[src/pkg/ebpm_pkg.sv]
package ebpm_pkg;

    // ****************************************
    // pin layout
    // ****************************************
    localparam int NPIN = 8;
    localparam int HA_BITS = 6;
    localparam int PIN_BIT15 = 0;
    localparam int PIN_HA_FIRST = 1;
    localparam int PIN_HA_LAST = 6;
    localparam int PIN_BUSCLK = 7;

    // ****************************************
    // bus geometry
    // ****************************************
    localparam int WB_AW = 8;
    localparam int WB_DW = 32;
    localparam int WB_SW = 4;

    // ****************************************
    // register byte offsets
    // ****************************************
    localparam logic [7:0] OFS_CTRL = 8'h00;
    localparam logic [7:0] OFS_HAOC = 8'h04;
    localparam logic [7:0] OFS_DATA = 8'h08;
    localparam logic [7:0] OFS_DIR = 8'h0C;
    localparam logic [7:0] OFS_PUE = 8'h10;
    localparam logic [7:0] OFS_PSEL = 8'h14;
    localparam logic [7:0] OFS_ILVL = 8'h18;
    localparam logic [7:0] OFS_PIN_IN = 8'h1C;
    localparam logic [7:0] OFS_STATUS = 8'h20;

    // ****************************************
    // field positions
    // ****************************************
    localparam int CTRL_CLK_EN_BIT = 0;
    localparam int ST_BUS_EN_BIT = 0;
    localparam int ST_MODE_EXT_BIT = 1;
    localparam int ST_VEC_EXT_BIT = 2;
    localparam int ST_ALT_LSB = 8;

    // ****************************************
    // reset values
    // ****************************************
    localparam logic RST_CLK_EN = 1'b0;
    localparam logic [HA_BITS-1:0] RST_HAOC = 6'h00;
    localparam logic [NPIN-1:0] RST_DATA = 8'h00;
    localparam logic [NPIN-1:0] RST_DIR = 8'h00;
    localparam logic [NPIN-1:0] RST_PUE = 8'h00;
    localparam logic [NPIN-1:0] RST_PSEL = 8'h00;
    localparam logic [NPIN-1:0] ILVL_AUTO = 8'h00;
    localparam logic [NPIN-1:0] ILVL_TTL = 8'hFF;

    // ****************************************
    // state types
    // ****************************************
    typedef enum logic [1:0] {
        PH_STRAP = 2'b00,
        PH_RUN = 2'b01
    } ebpm_phase_t;

endpackage : ebpm_pkg

[src/logic/ebpm_top.sv]
`timescale 1ns/1ps

// What this block does
// - the bus bit 15 pin is a plain port whenever the external bus is not enabled.
// - with the external bus enabled that pin carries muxed address/data 15.
// - in bus mode a high-address-16..19 pin is a port when its control bit is 1.
// - a control bit of 0 makes that pin drive its high address bit 16..19.
// - the pins for address bits 20 and 21 follow the same per-bit choice.
// - the bus clock pin is a port whenever the external bus is not enabled or clock out is off.
// - the bus clock is driven only with the bus enabled and clock out on.
// - each shared pin has a register bit turning its pull-up on or off.
// - on flash variants the external bus needs an externally fetched vector.
// - inputs start automotive in single-chip mode and TTL in bus mode.
// - each port bit is input, output or peripheral; outputs are push-pull.

module ebpm_top
    import ebpm_pkg::*;
#(
    parameter bit FLASH_VARIANT = 1'b1
) (
    input wire logic CLK,
    input wire logic RST_N,
    input wire logic MODE_EXT_BUS,
    input wire logic VECTOR_EXT,
    input wire logic WB_CYC_I,
    input wire logic WB_STB_I,
    input wire logic WB_WE_I,
    input wire logic [WB_AW-1:0] WB_ADR_I,
    input wire logic [WB_SW-1:0] WB_SEL_I,
    input wire logic [WB_DW-1:0] WB_DAT_I,
    output logic [WB_DW-1:0] WB_DAT_O,
    output logic WB_ACK_O,
    input wire logic EXT_BIT15_O,
    input wire logic EXT_BIT15_OE,
    input wire logic [HA_BITS-1:0] EXT_ADDR_HI,
    input wire logic EXT_BUS_CLK,
    input wire logic [NPIN-1:0] PERIPH_O,
    input wire logic [NPIN-1:0] PIN_I,
    output logic [NPIN-1:0] PIN_O,
    output logic [NPIN-1:0] PIN_OE,
    output logic [NPIN-1:0] PIN_PU,
    output logic [NPIN-1:0] PIN_TTL,
    output logic EXT_BIT15_I,
    output logic EXT_BUS_EN
);

    // ****************************************
    // state
    // ****************************************
    typedef struct packed {
        ebpm_phase_t phase;
        logic mode_ext;
        logic vec_ext;
        logic bus_en;
        logic clk_en;
        logic [HA_BITS-1:0] haoc;
        logic [NPIN-1:0] dat;
        logic [NPIN-1:0] dir;
        logic [NPIN-1:0] pue;
        logic [NPIN-1:0] psel;
        logic [NPIN-1:0] ilvl;
        logic [NPIN-1:0] pin_in;
        logic [NPIN-1:0] alt;
        logic [NPIN-1:0] pin_o;
        logic [NPIN-1:0] pin_oe;
        logic bit15_in;
        logic ack;
        logic [WB_DW-1:0] rdat;
    } ebpm_state_t;

    ebpm_state_t s_q;
    ebpm_state_t s_d;

    // ****************************************
    // helpers
    // ****************************************
    function automatic logic hit(
        input logic [WB_AW-1:0] adr,
        input logic [7:0] ofs
    );
        hit = (adr == ofs);
    endfunction : hit

    function automatic logic [WB_DW-1:0] zx8(input logic [7:0] v);
        zx8 = {24'h000000, v};
    endfunction : zx8

    // ****************************************
    // pin function selection
    // ****************************************
    logic [NPIN-1:0] alt_en;
    logic [NPIN-1:0] alt_o;
    logic [NPIN-1:0] alt_oe;
    logic [NPIN-1:0] cell_o;
    logic [NPIN-1:0] cell_oe;

    genvar gi;
    generate
        for (gi = 0; gi < NPIN; gi++) begin : g_pin
            if (gi == PIN_BIT15) begin : g_ad
                // port only while the bus is off
                assign alt_en[gi] = s_q.bus_en;
                assign alt_o[gi] = EXT_BIT15_O;
                assign alt_oe[gi] = EXT_BIT15_OE;
            end else if (gi <= PIN_HA_LAST) begin : g_ha
                // control bit 1 hands the pin back to the port
                assign alt_en[gi] =
                    s_q.bus_en & ~s_q.haoc[gi-PIN_HA_FIRST];
                assign alt_o[gi] = EXT_ADDR_HI[gi-PIN_HA_FIRST];
                assign alt_oe[gi] = 1'b1;
            end else begin : g_clk
                assign alt_en[gi] = s_q.bus_en & s_q.clk_en;
                assign alt_o[gi] = EXT_BUS_CLK;
                assign alt_oe[gi] = 1'b1;
            end

            ebpm_pin_cell u_cell (
                .alt_en(alt_en[gi]),
                .alt_o(alt_o[gi]),
                .alt_oe(alt_oe[gi]),
                .psel(s_q.psel[gi]),
                .periph_o(PERIPH_O[gi]),
                .port_dat(s_q.dat[gi]),
                .port_dir(s_q.dir[gi]),
                .pin_o(cell_o[gi]),
                .pin_oe(cell_oe[gi])
            );
        end
    endgenerate

    // ****************************************
    // bus decode
    // ****************************************
    logic req;
    logic wr;
    logic wr_lo;

    assign req = WB_CYC_I & WB_STB_I & ~s_q.ack;
    assign wr = req & WB_WE_I;
    // writable registers are one byte wide, so only lane 0 writes
    assign wr_lo = wr & WB_SEL_I[0];

    // ****************************************
    // next state
    // ****************************************
    always_comb begin
        s_d = s_q;

        // straps are caught on the first clock after reset release
        if (s_q.phase == PH_STRAP) begin
            s_d.phase = PH_RUN;
            s_d.mode_ext = MODE_EXT_BUS;
            s_d.vec_ext = VECTOR_EXT;
            // flash parts refuse the bus in internal vector mode
            s_d.bus_en = MODE_EXT_BUS & (VECTOR_EXT | ~FLASH_VARIANT);
            s_d.ilvl = MODE_EXT_BUS ? ILVL_TTL : ILVL_AUTO;
        end

        s_d.pin_in = PIN_I;
        s_d.bit15_in = PIN_I[PIN_BIT15];
        s_d.alt = alt_en;
        s_d.pin_o = cell_o;
        s_d.pin_oe = cell_oe;

        // single-cycle classic ack, dropped the cycle after
        s_d.ack = req;
        s_d.rdat = '0;

        if (req && !WB_WE_I) begin
            unique case (1'b1)
                hit(WB_ADR_I, OFS_CTRL):
                    s_d.rdat[CTRL_CLK_EN_BIT] = s_q.clk_en;
                hit(WB_ADR_I, OFS_HAOC):
                    s_d.rdat = zx8({2'b00, s_q.haoc});
                hit(WB_ADR_I, OFS_DATA):
                    s_d.rdat = zx8(s_q.dat);
                hit(WB_ADR_I, OFS_DIR):
                    s_d.rdat = zx8(s_q.dir);
                hit(WB_ADR_I, OFS_PUE):
                    s_d.rdat = zx8(s_q.pue);
                hit(WB_ADR_I, OFS_PSEL):
                    s_d.rdat = zx8(s_q.psel);
                hit(WB_ADR_I, OFS_ILVL):
                    s_d.rdat = zx8(s_q.ilvl);
                hit(WB_ADR_I, OFS_PIN_IN):
                    s_d.rdat = zx8(s_q.pin_in);
                hit(WB_ADR_I, OFS_STATUS): begin
                    s_d.rdat[ST_BUS_EN_BIT] = s_q.bus_en;
                    s_d.rdat[ST_MODE_EXT_BIT] = s_q.mode_ext;
                    s_d.rdat[ST_VEC_EXT_BIT] = s_q.vec_ext;
                    s_d.rdat[ST_ALT_LSB +: NPIN] = s_q.alt;
                end
                default: s_d.rdat = '0;
            endcase
        end

        // a write in the strap cycle is acked but discarded, not applied later
        if (wr_lo && s_q.phase == PH_RUN) begin
            unique case (1'b1)
                hit(WB_ADR_I, OFS_CTRL):
                    s_d.clk_en = WB_DAT_I[CTRL_CLK_EN_BIT];
                hit(WB_ADR_I, OFS_HAOC):
                    s_d.haoc = WB_DAT_I[HA_BITS-1:0];
                hit(WB_ADR_I, OFS_DATA):
                    s_d.dat = WB_DAT_I[NPIN-1:0];
                hit(WB_ADR_I, OFS_DIR):
                    s_d.dir = WB_DAT_I[NPIN-1:0];
                hit(WB_ADR_I, OFS_PUE):
                    s_d.pue = WB_DAT_I[NPIN-1:0];
                hit(WB_ADR_I, OFS_PSEL):
                    s_d.psel = WB_DAT_I[NPIN-1:0];
                hit(WB_ADR_I, OFS_ILVL):
                    s_d.ilvl = WB_DAT_I[NPIN-1:0];
                default: s_d.ilvl = s_d.ilvl;
            endcase
        end
    end

    // ****************************************
    // registers
    // ****************************************
    always_ff @(posedge CLK) begin
        if (!RST_N) begin
            s_q.phase <= PH_STRAP;
            s_q.mode_ext <= 1'b0;
            s_q.vec_ext <= 1'b0;
            s_q.bus_en <= 1'b0;
            s_q.clk_en <= RST_CLK_EN;
            s_q.haoc <= RST_HAOC;
            s_q.dat <= RST_DATA;
            s_q.dir <= RST_DIR;
            s_q.pue <= RST_PUE;
            s_q.psel <= RST_PSEL;
            s_q.ilvl <= ILVL_AUTO;
            s_q.pin_in <= '0;
            s_q.alt <= '0;
            s_q.pin_o <= '0;
            s_q.pin_oe <= '0;
            s_q.bit15_in <= 1'b0;
            s_q.ack <= 1'b0;
            s_q.rdat <= '0;
        end else begin
            s_q <= s_d;
        end
    end

    // ****************************************
    // outputs, all straight from flops
    // ****************************************
    assign WB_DAT_O = s_q.rdat;
    assign WB_ACK_O = s_q.ack;
    // drivers always push-pull; no open-drain option
    assign PIN_O = s_q.pin_o;
    assign PIN_OE = s_q.pin_oe;
    assign PIN_PU = s_q.pue;
    assign PIN_TTL = s_q.ilvl;
    assign EXT_BIT15_I = s_q.bit15_in;
    assign EXT_BUS_EN = s_q.bus_en;

endmodule : ebpm_top

[src/logic/ebpm_pin_cell.sv]
`timescale 1ns/1ps

module ebpm_pin_cell (
    input wire logic alt_en,
    input wire logic alt_o,
    input wire logic alt_oe,
    input wire logic psel,
    input wire logic periph_o,
    input wire logic port_dat,
    input wire logic port_dir,
    output logic pin_o,
    output logic pin_oe
);

    // ****************************************
    // per-pin function mux
    // ****************************************
    always_comb begin
        if (alt_en) begin
            // port data and direction have no say here
            pin_o = alt_o;
            pin_oe = alt_oe;
        end else if (psel) begin
            pin_o = periph_o;
            pin_oe = port_dir;
        end else begin
            pin_o = port_dat;
            pin_oe = port_dir;
        end
    end

endmodule : ebpm_pin_cell

[config.mk]
export PLATFORM = sky130hd
export DESIGN_NAME = ebpm_top
export DESIGN_NICKNAME = d
export VERILOG_FILES = /design/src/pkg/ebpm_pkg.sv /design/src/logic/ebpm_top.sv /design/src/logic/ebpm_pin_cell.sv
export SDC_FILE = /design/constraint.sdc
export NUM_CORES = 1
export LEC_CHECK = 0
export ABC_AREA = 0
export ABC_CLOCK_PERIOD_IN_PS = 3800
export BUFFER_PORTS_ARGS = -buffer_cell sky130_fd_sc_hd__buf_2
export CAP_MARGIN = 15
export CORE_MARGIN = 2
export CORE_UTILIZATION = 45
export DETAILED_ROUTE_END_ITERATION = 7
export PLACE_DENSITY_LB_ADDON = 0.3
export REMOVE_ABC_BUFFERS = 1
export SETUP_SLACK_MARGIN = 0.05
export SYNTH_ARGS = -nofsm -noshare
export SYNTH_HDL_FRONTEND = slang
export SYNTH_HIERARCHICAL = 1
export SYNTH_SLANG_ARGS = --single-unit
[constraint.sdc]
create_clock -name CLK -period 3.8 [get_ports CLK]
set_input_delay 0.76 -clock CLK [delete_from_list [all_inputs] [get_ports CLK]]
set_output_delay 0.76 -clock CLK [all_outputs]
set_load 0.05 [all_outputs]
Yosys cells after proc, flatten, opt, wreduce, memory -nomap -nowiden
Cells that the tools add are included.
Word-level totals
  register bits: 117
  input port bits: 76
Operators by class
  eq/ne operators: 8
  multiplexer cells: 31
  bitwise gates (word level): 19
  reductions and logical operators: 13
Operators with widths (number)
  $pmux W5 S7: 1
  $eq A8 B5 Y1 const B: 4
  $mux W8: 4
  $mux W1: 24
  $eq A8 B4 Y1 const B: 2
  $pmux W2 S8: 1
  $reduce_and A2 Y1: 7
  $and A1 B1 Y1: 12
  $pmux W1 S9: 1
  $eq A8 B3 Y1 const B: 1
  $eq A8 B6 Y1 const B: 1
  $logic_not A8 Y1: 1
  $not A1 Y1: 7
  $reduce_and A3 Y1: 1
  $logic_and A1 B1 Y1: 2
  $logic_not A2 Y1: 1
  $logic_not A1 Y1: 1

Depth between registers and ports, before layout
  depth after elaboration: 6
  depth in mapped cells: 7
  mapped depth without buffers: 5

By module
The synthesis kept the hierarchy.
By module, submodules not included
  ebpm_top: times used 1, cells an instance 466, area each 4393.0 sq um, seq. area each 2001.9 sq um
  ebpm_pin_cell: times used 8, cells an instance 4, area each 33.8 sq um, seq. area each 0.0 sq um

Worst setup path before layout
OpenSTA, ideal clock, no wires.
  path kind: in2reg
  start point: input port WB_ADR_I[7]
  end point: register s_q[79] (netlist name)
  library setup time: 121 ps
  arrival time: 2174 ps
  data required time: 3679 ps
  slack: 1505 ps
  stages: 7
  cell sequence: nor2_1 > nand3_2 > or4_1 > clkbuf_1 > buf_2 > nand3_1 > o21ai_0
Between the ends
  word-level cells in the longest chain between the ends: 2
Ends and longest elaborated chain
  from (decl): line ebpm_top.sv:28  | input wire logic [WB_AW-1:0] WB_ADR_I,
  $eq A8 B5 Y1: line ebpm_top.sv:81  | hit = (adr == ofs);
  $reduce_and A2 Y1 (no line)
No other way between the ends.
A chain may end at the register's enable or synchronous reset.

Worst setup path after layout
  start point: input port WB_ADR_I[7]
  end point: register s_q[79] (netlist name)
Between the ends
  word-level cells in the longest chain between the ends: 2
Ends and longest elaborated chain (line)
  $eq A8 B5 Y1: ebpm_top.sv:81
  $reduce_and A2 Y1 (no line)
No other way between the ends.

==> reports/summary.json <==
{
  "place.gp.congestion": {"value": 0.897},
  "instances_no_fill": {"value": 687},
  "dpl-instance-area": {"value": 4880, "unit": "um^2"},
  "clock.fmax": {"value": 0.405, "unit": "GHz"},
  "worst_hold_path_type": {"value": "reg2reg"},
  "tritoncts": {"value": "done"},
  "grt_pass1_vias": {"value": 3327},
  "worstMarginPinSlew": {"value": 0.780, "unit": "ns"},
  "yosys_warning_total": {"value": 6},
  "worst-setup-path-type": {"value": "in2reg"},
  "cts_num_sinks": {"value": 100},
  "synth.ff_latch_count": {"value": 100},
  "global_route_wire_length_before_repair": {"value": 17.0, "unit": "mm"},
  "arrival": {"value": 2.69, "unit": "ns"},
  "io-pin-count": {"value": 143},
  "fraction_of_layout_instances_using_a_drive_strength_above_1": {"value": 25.8, "unit": "%"},
  "grt_most_used_layer": {"value": "met2"},
  "cts.reportedPaths.clkPinSlew": {"value": 0.09, "unit": "ns"},
  "rsz_0062_raised_after_global_routing": {"value": "no"},
  "detail_route.first_pass.iterations": {"value": 7},
  "design.die.area": {"value": 11200, "unit": "um^2"},
  "power_frac_comb": {"value": 10.0, "unit": "%"},
  "cts_root_buffer": {"value": "clkbuf_8"},
  "global_route.usage.met3": {"value": 4.64, "unit": "%"},
  "cts_setup_buffers": {"value": 0},
  "post-route-min-period": {"value": 2.47, "unit": "ns"},
  "clock_skew": {"value": 0.00662, "unit": "ns"},
  "netlist-cell-type-count": {"value": 42},
  "detailroute.via_count": {"value": 3444},
  "totalNegativeSetupSlack": {"value": 0, "unit": "ns"},
  "post_drt_via_cell_ratio": {"value": 5.01},
  "wp_data_required": {"value": 4.02, "unit": "ns"},
  "ctsHtreeMaxLevel": {"value": 3},
  "dieWidth": {"value": 106, "unit": "um"},
  "p_sw": {"value": 508, "unit": "uW"},
  "utilization": {"value": 50.2, "unit": "%"},
  "finalSetupViolCount": {"value": 0},
  "design_area": {"value": 5110, "unit": "um^2"},
  "antenna_found_initial": {"value": 0},
  "worst_ir_drop_vdd": {"value": 0.193, "unit": "mV"},
  "synthesis.instances": {"value": 498},
  "groute.usage.overall": {"value": 19.5, "unit": "%"},
  "grt_max_degree": {"value": 86},
  "fillCellCount": {"value": 1003},
  "remaining_antenna_violation_count": {"value": 0},
  "start_util": {"value": 45.8, "unit": "%"},
  "cell_internal_pwr": {"value": 1530, "unit": "uW"},
  "synth-seq-area-share": {"value": 42.9, "unit": "%"},
  "switching_share": {"value": 24.9, "unit": "%"},
  "fp.dieH": {"value": 106, "unit": "um"},
  "crit_path_end_kind": {"value": "flip-flop"},
  "worst_slew_slack_as_a_fraction_of_its_limit": {"value": 47.9, "unit": "%"},
  "num_rows": {"value": 37},
  "cts_hold_buffers": {"value": 0},
  "crit_fanout": {"value": 16},
  "core_footprint": {"value": 10200, "unit": "um^2"},
  "report.final.slew_viol_count": {"value": 0},
  "power.static_leakage": {"value": 0.00224, "unit": "uW"},
  "finalPower": {"value": 2040, "unit": "uW"},
  "place.detailed.hpwl": {"value": 7.48, "unit": "mm"},
  "run_status": {"value": "completed"},
  "finish.net_count": {"value": 622},
  "cts_resized": {"value": 0},
  "grt_overflow_total": {"value": 0},
  "met2_resource_use_gr": {"value": 31.4, "unit": "%"},
  "numCtsBuffers": {"value": 9},
  "wl": {"value": 10.6, "unit": "mm"},
  "area_delta_synth_final": {"value": 9.66, "unit": "%"},
  "syn_area": {"value": 4660, "unit": "um^2"},
  "met1_usage": {"value": 25.9, "unit": "%"},
  "maxCapViolations": {"value": 0},
  "hold_violations": {"value": 0},
  "clk_latency": {"value": 0.36, "unit": "ns"},
  "avgSynthCellArea": {"value": 9.36, "unit": "um^2"},
  "worst_setup_path_start_kind": {"value": "input port"},
  "seq_power_share": {"value": 52.6, "unit": "%"},
  "num_antenna_cells": {"value": 0},
  "place.port_buffers": {"value": 99},
  "max-clock-path-buffers": {"value": 2},
  "powerDensity": {"value": 399, "unit": "nW/um^2"},
  "drt_drc_violations_left": {"value": 0},
  "dp_cells": {"value": 671},
  "post_drt_wl_per_cell": {"value": 15.4, "unit": "um"},
  "final_min_period_over_clock_period": {"value": 65.0, "unit": "%"},
  "drt-initial-drc-count": {"value": 184},
  "pwr-share-clk": {"value": 37.5, "unit": "%"}
}
[final cells by class]
class | count | area [um^2] | area share [%]
Sequential cell | 100 | 2000 | 39.1
Timing Repair Buffer | 108 | 563 | 11.0
Clock buffer | 11 | 151 | 2.96
Clock inverter | 5 | 83.8 | 1.64
Tap cell | 136 | 170 | 3.33
Multi-Input combinational cell | 323 | 2130 | 41.6
Inverter | 4 | 15.0 | 0.294
[layout by cell type (no fill, tap or decap), types with 2 or more instances in the layout]
cell,Yosys,routed
nor4_4,2,2
clkbuf_8,0,11
nand3_1,25,25
nand3b_1,2,2
inv_1,4,4
mux2_2,3,3
and2_1,26,26
nor2b_1,38,38
a21oi_1,16,16
o211a_1,8,8
and3_1,10,10
mux2i_1,42,42
o22ai_1,2,2
a31oi_1,4,4
o21ai_0,31,31
mux4_2,2,2
buf_2,3,99
mux2_4,8,8
dfxtp_1,100,100
buf_4,64,9
nor2_1,18,18
nand4_1,3,3
clkinvlp_4,0,2
bufinv_16,0,2
a22oi_1,3,3
nand2_1,40,40
nor3_1,3,3
conb_1,2,23
[power by group through the flow]
stage,registers (uW),clock network (uW),logic (uW)
after floorplan,1120,0,90.9
after global placement,1100,0,201
after detailed placement,1100,0,203
after CTS,1070,781,204
after global routing,1070,831,220
final,1070,764,204
[logic make-up after synthesis]
group                     share of synthesized area [%]
AOI/OAI and AO/OA                                  8.64
buffers and inverters                              13.1
muxes                                              13.8
DFF                                                42.9
and+or+nand+nor                                    21.1
xor gates and xnor gates                          0.188
other                                             0.161
[per-stage QoR]
| stage | hold WS, ns | worst slack [ns] |
|---|---|---|
| 3_3_place_gp | 0.437 | 1.04 |
| 3_5_place_dp | 0.437 | 0.975 |
| 6_report | 0.456 | 1.33 |
| 4_1_cts | 0.458 | 1.36 |
| 5_1_grt | 0.484 | 1.20 |
| 2_1_floorplan | 0.423 | 1.39 |
[critical path, cell delays in order]
cell and delay [ns]:
buf_2 0.09, nor2_1 0.35, nand3_2 0.28, or4_1 0.88, nand3_1 0.21, o21ai_0 0.11
[routing by layer]
layer	vias to the layer above	share of wire (%)
li1	1708	-
met1	1594	44
met2	125	47
met3	17	7.0
met4	0	1.6
met5	-	0
[flip-flops by register name, indices dropped and copies added, names as in the netlist]
name        cells
WB_ACK_O        1
EXT_BUS_EN      1
PIN_OE          8
s_q            50
PIN_TTL         8
PIN_O           8
PIN_PU          8
WB_DAT_O       16
[Yosys cell counts, drive strengths merged]
library cell | n | area share, %
a21oi | 16 | 1.7
a22oi | 3 | 0.48
a31oi | 4 | 0.54
a41o | 1 | 0.21
and2 | 26 | 3.5
and3 | 10 | 1.3
and3b | 1 | 0.19
buf | 71 | 11
clkbuf | 21 | 1.7
conb | 2 | 0.16
dfxtp | 100 | 43
inv | 4 | 0.32
mux2 | 11 | 3.3
mux2i | 42 | 9.0
mux4 | 3 | 1.5
nand2 | 40 | 3.2
nand3 | 26 | 2.9
nand3b | 2 | 0.32
nand4 | 3 | 0.40
nand4b | 1 | 0.19
nor2 | 18 | 1.4
nor2b | 38 | 5.1
nor3 | 4 | 0.67
nor4 | 3 | 1.0
o2111ai | 1 | 0.19
o211a | 8 | 1.7
o21ai | 31 | 3.3
o22ai | 2 | 0.27
o31a | 1 | 0.19
or3 | 1 | 0.13
or4 | 1 | 0.16
or4b | 2 | 0.51
xnor2 | 1 | 0.19
[final timing paths]
check | from | to | slack [ns] | cells after the start
hold / removal | s_q[52] | WB_DAT_O[10] | 0.46 | 1
hold reg to reg | s_q[52] | WB_DAT_O[10] | 0.46 | 1
setup reg to reg | s_q[116] | s_q[95] | 1.50 | 6
setup / recovery | WB_ADR_I[7] | s_q[79] | 1.33 | 6
No activity file was read; power rests on OpenSTA's default activity.
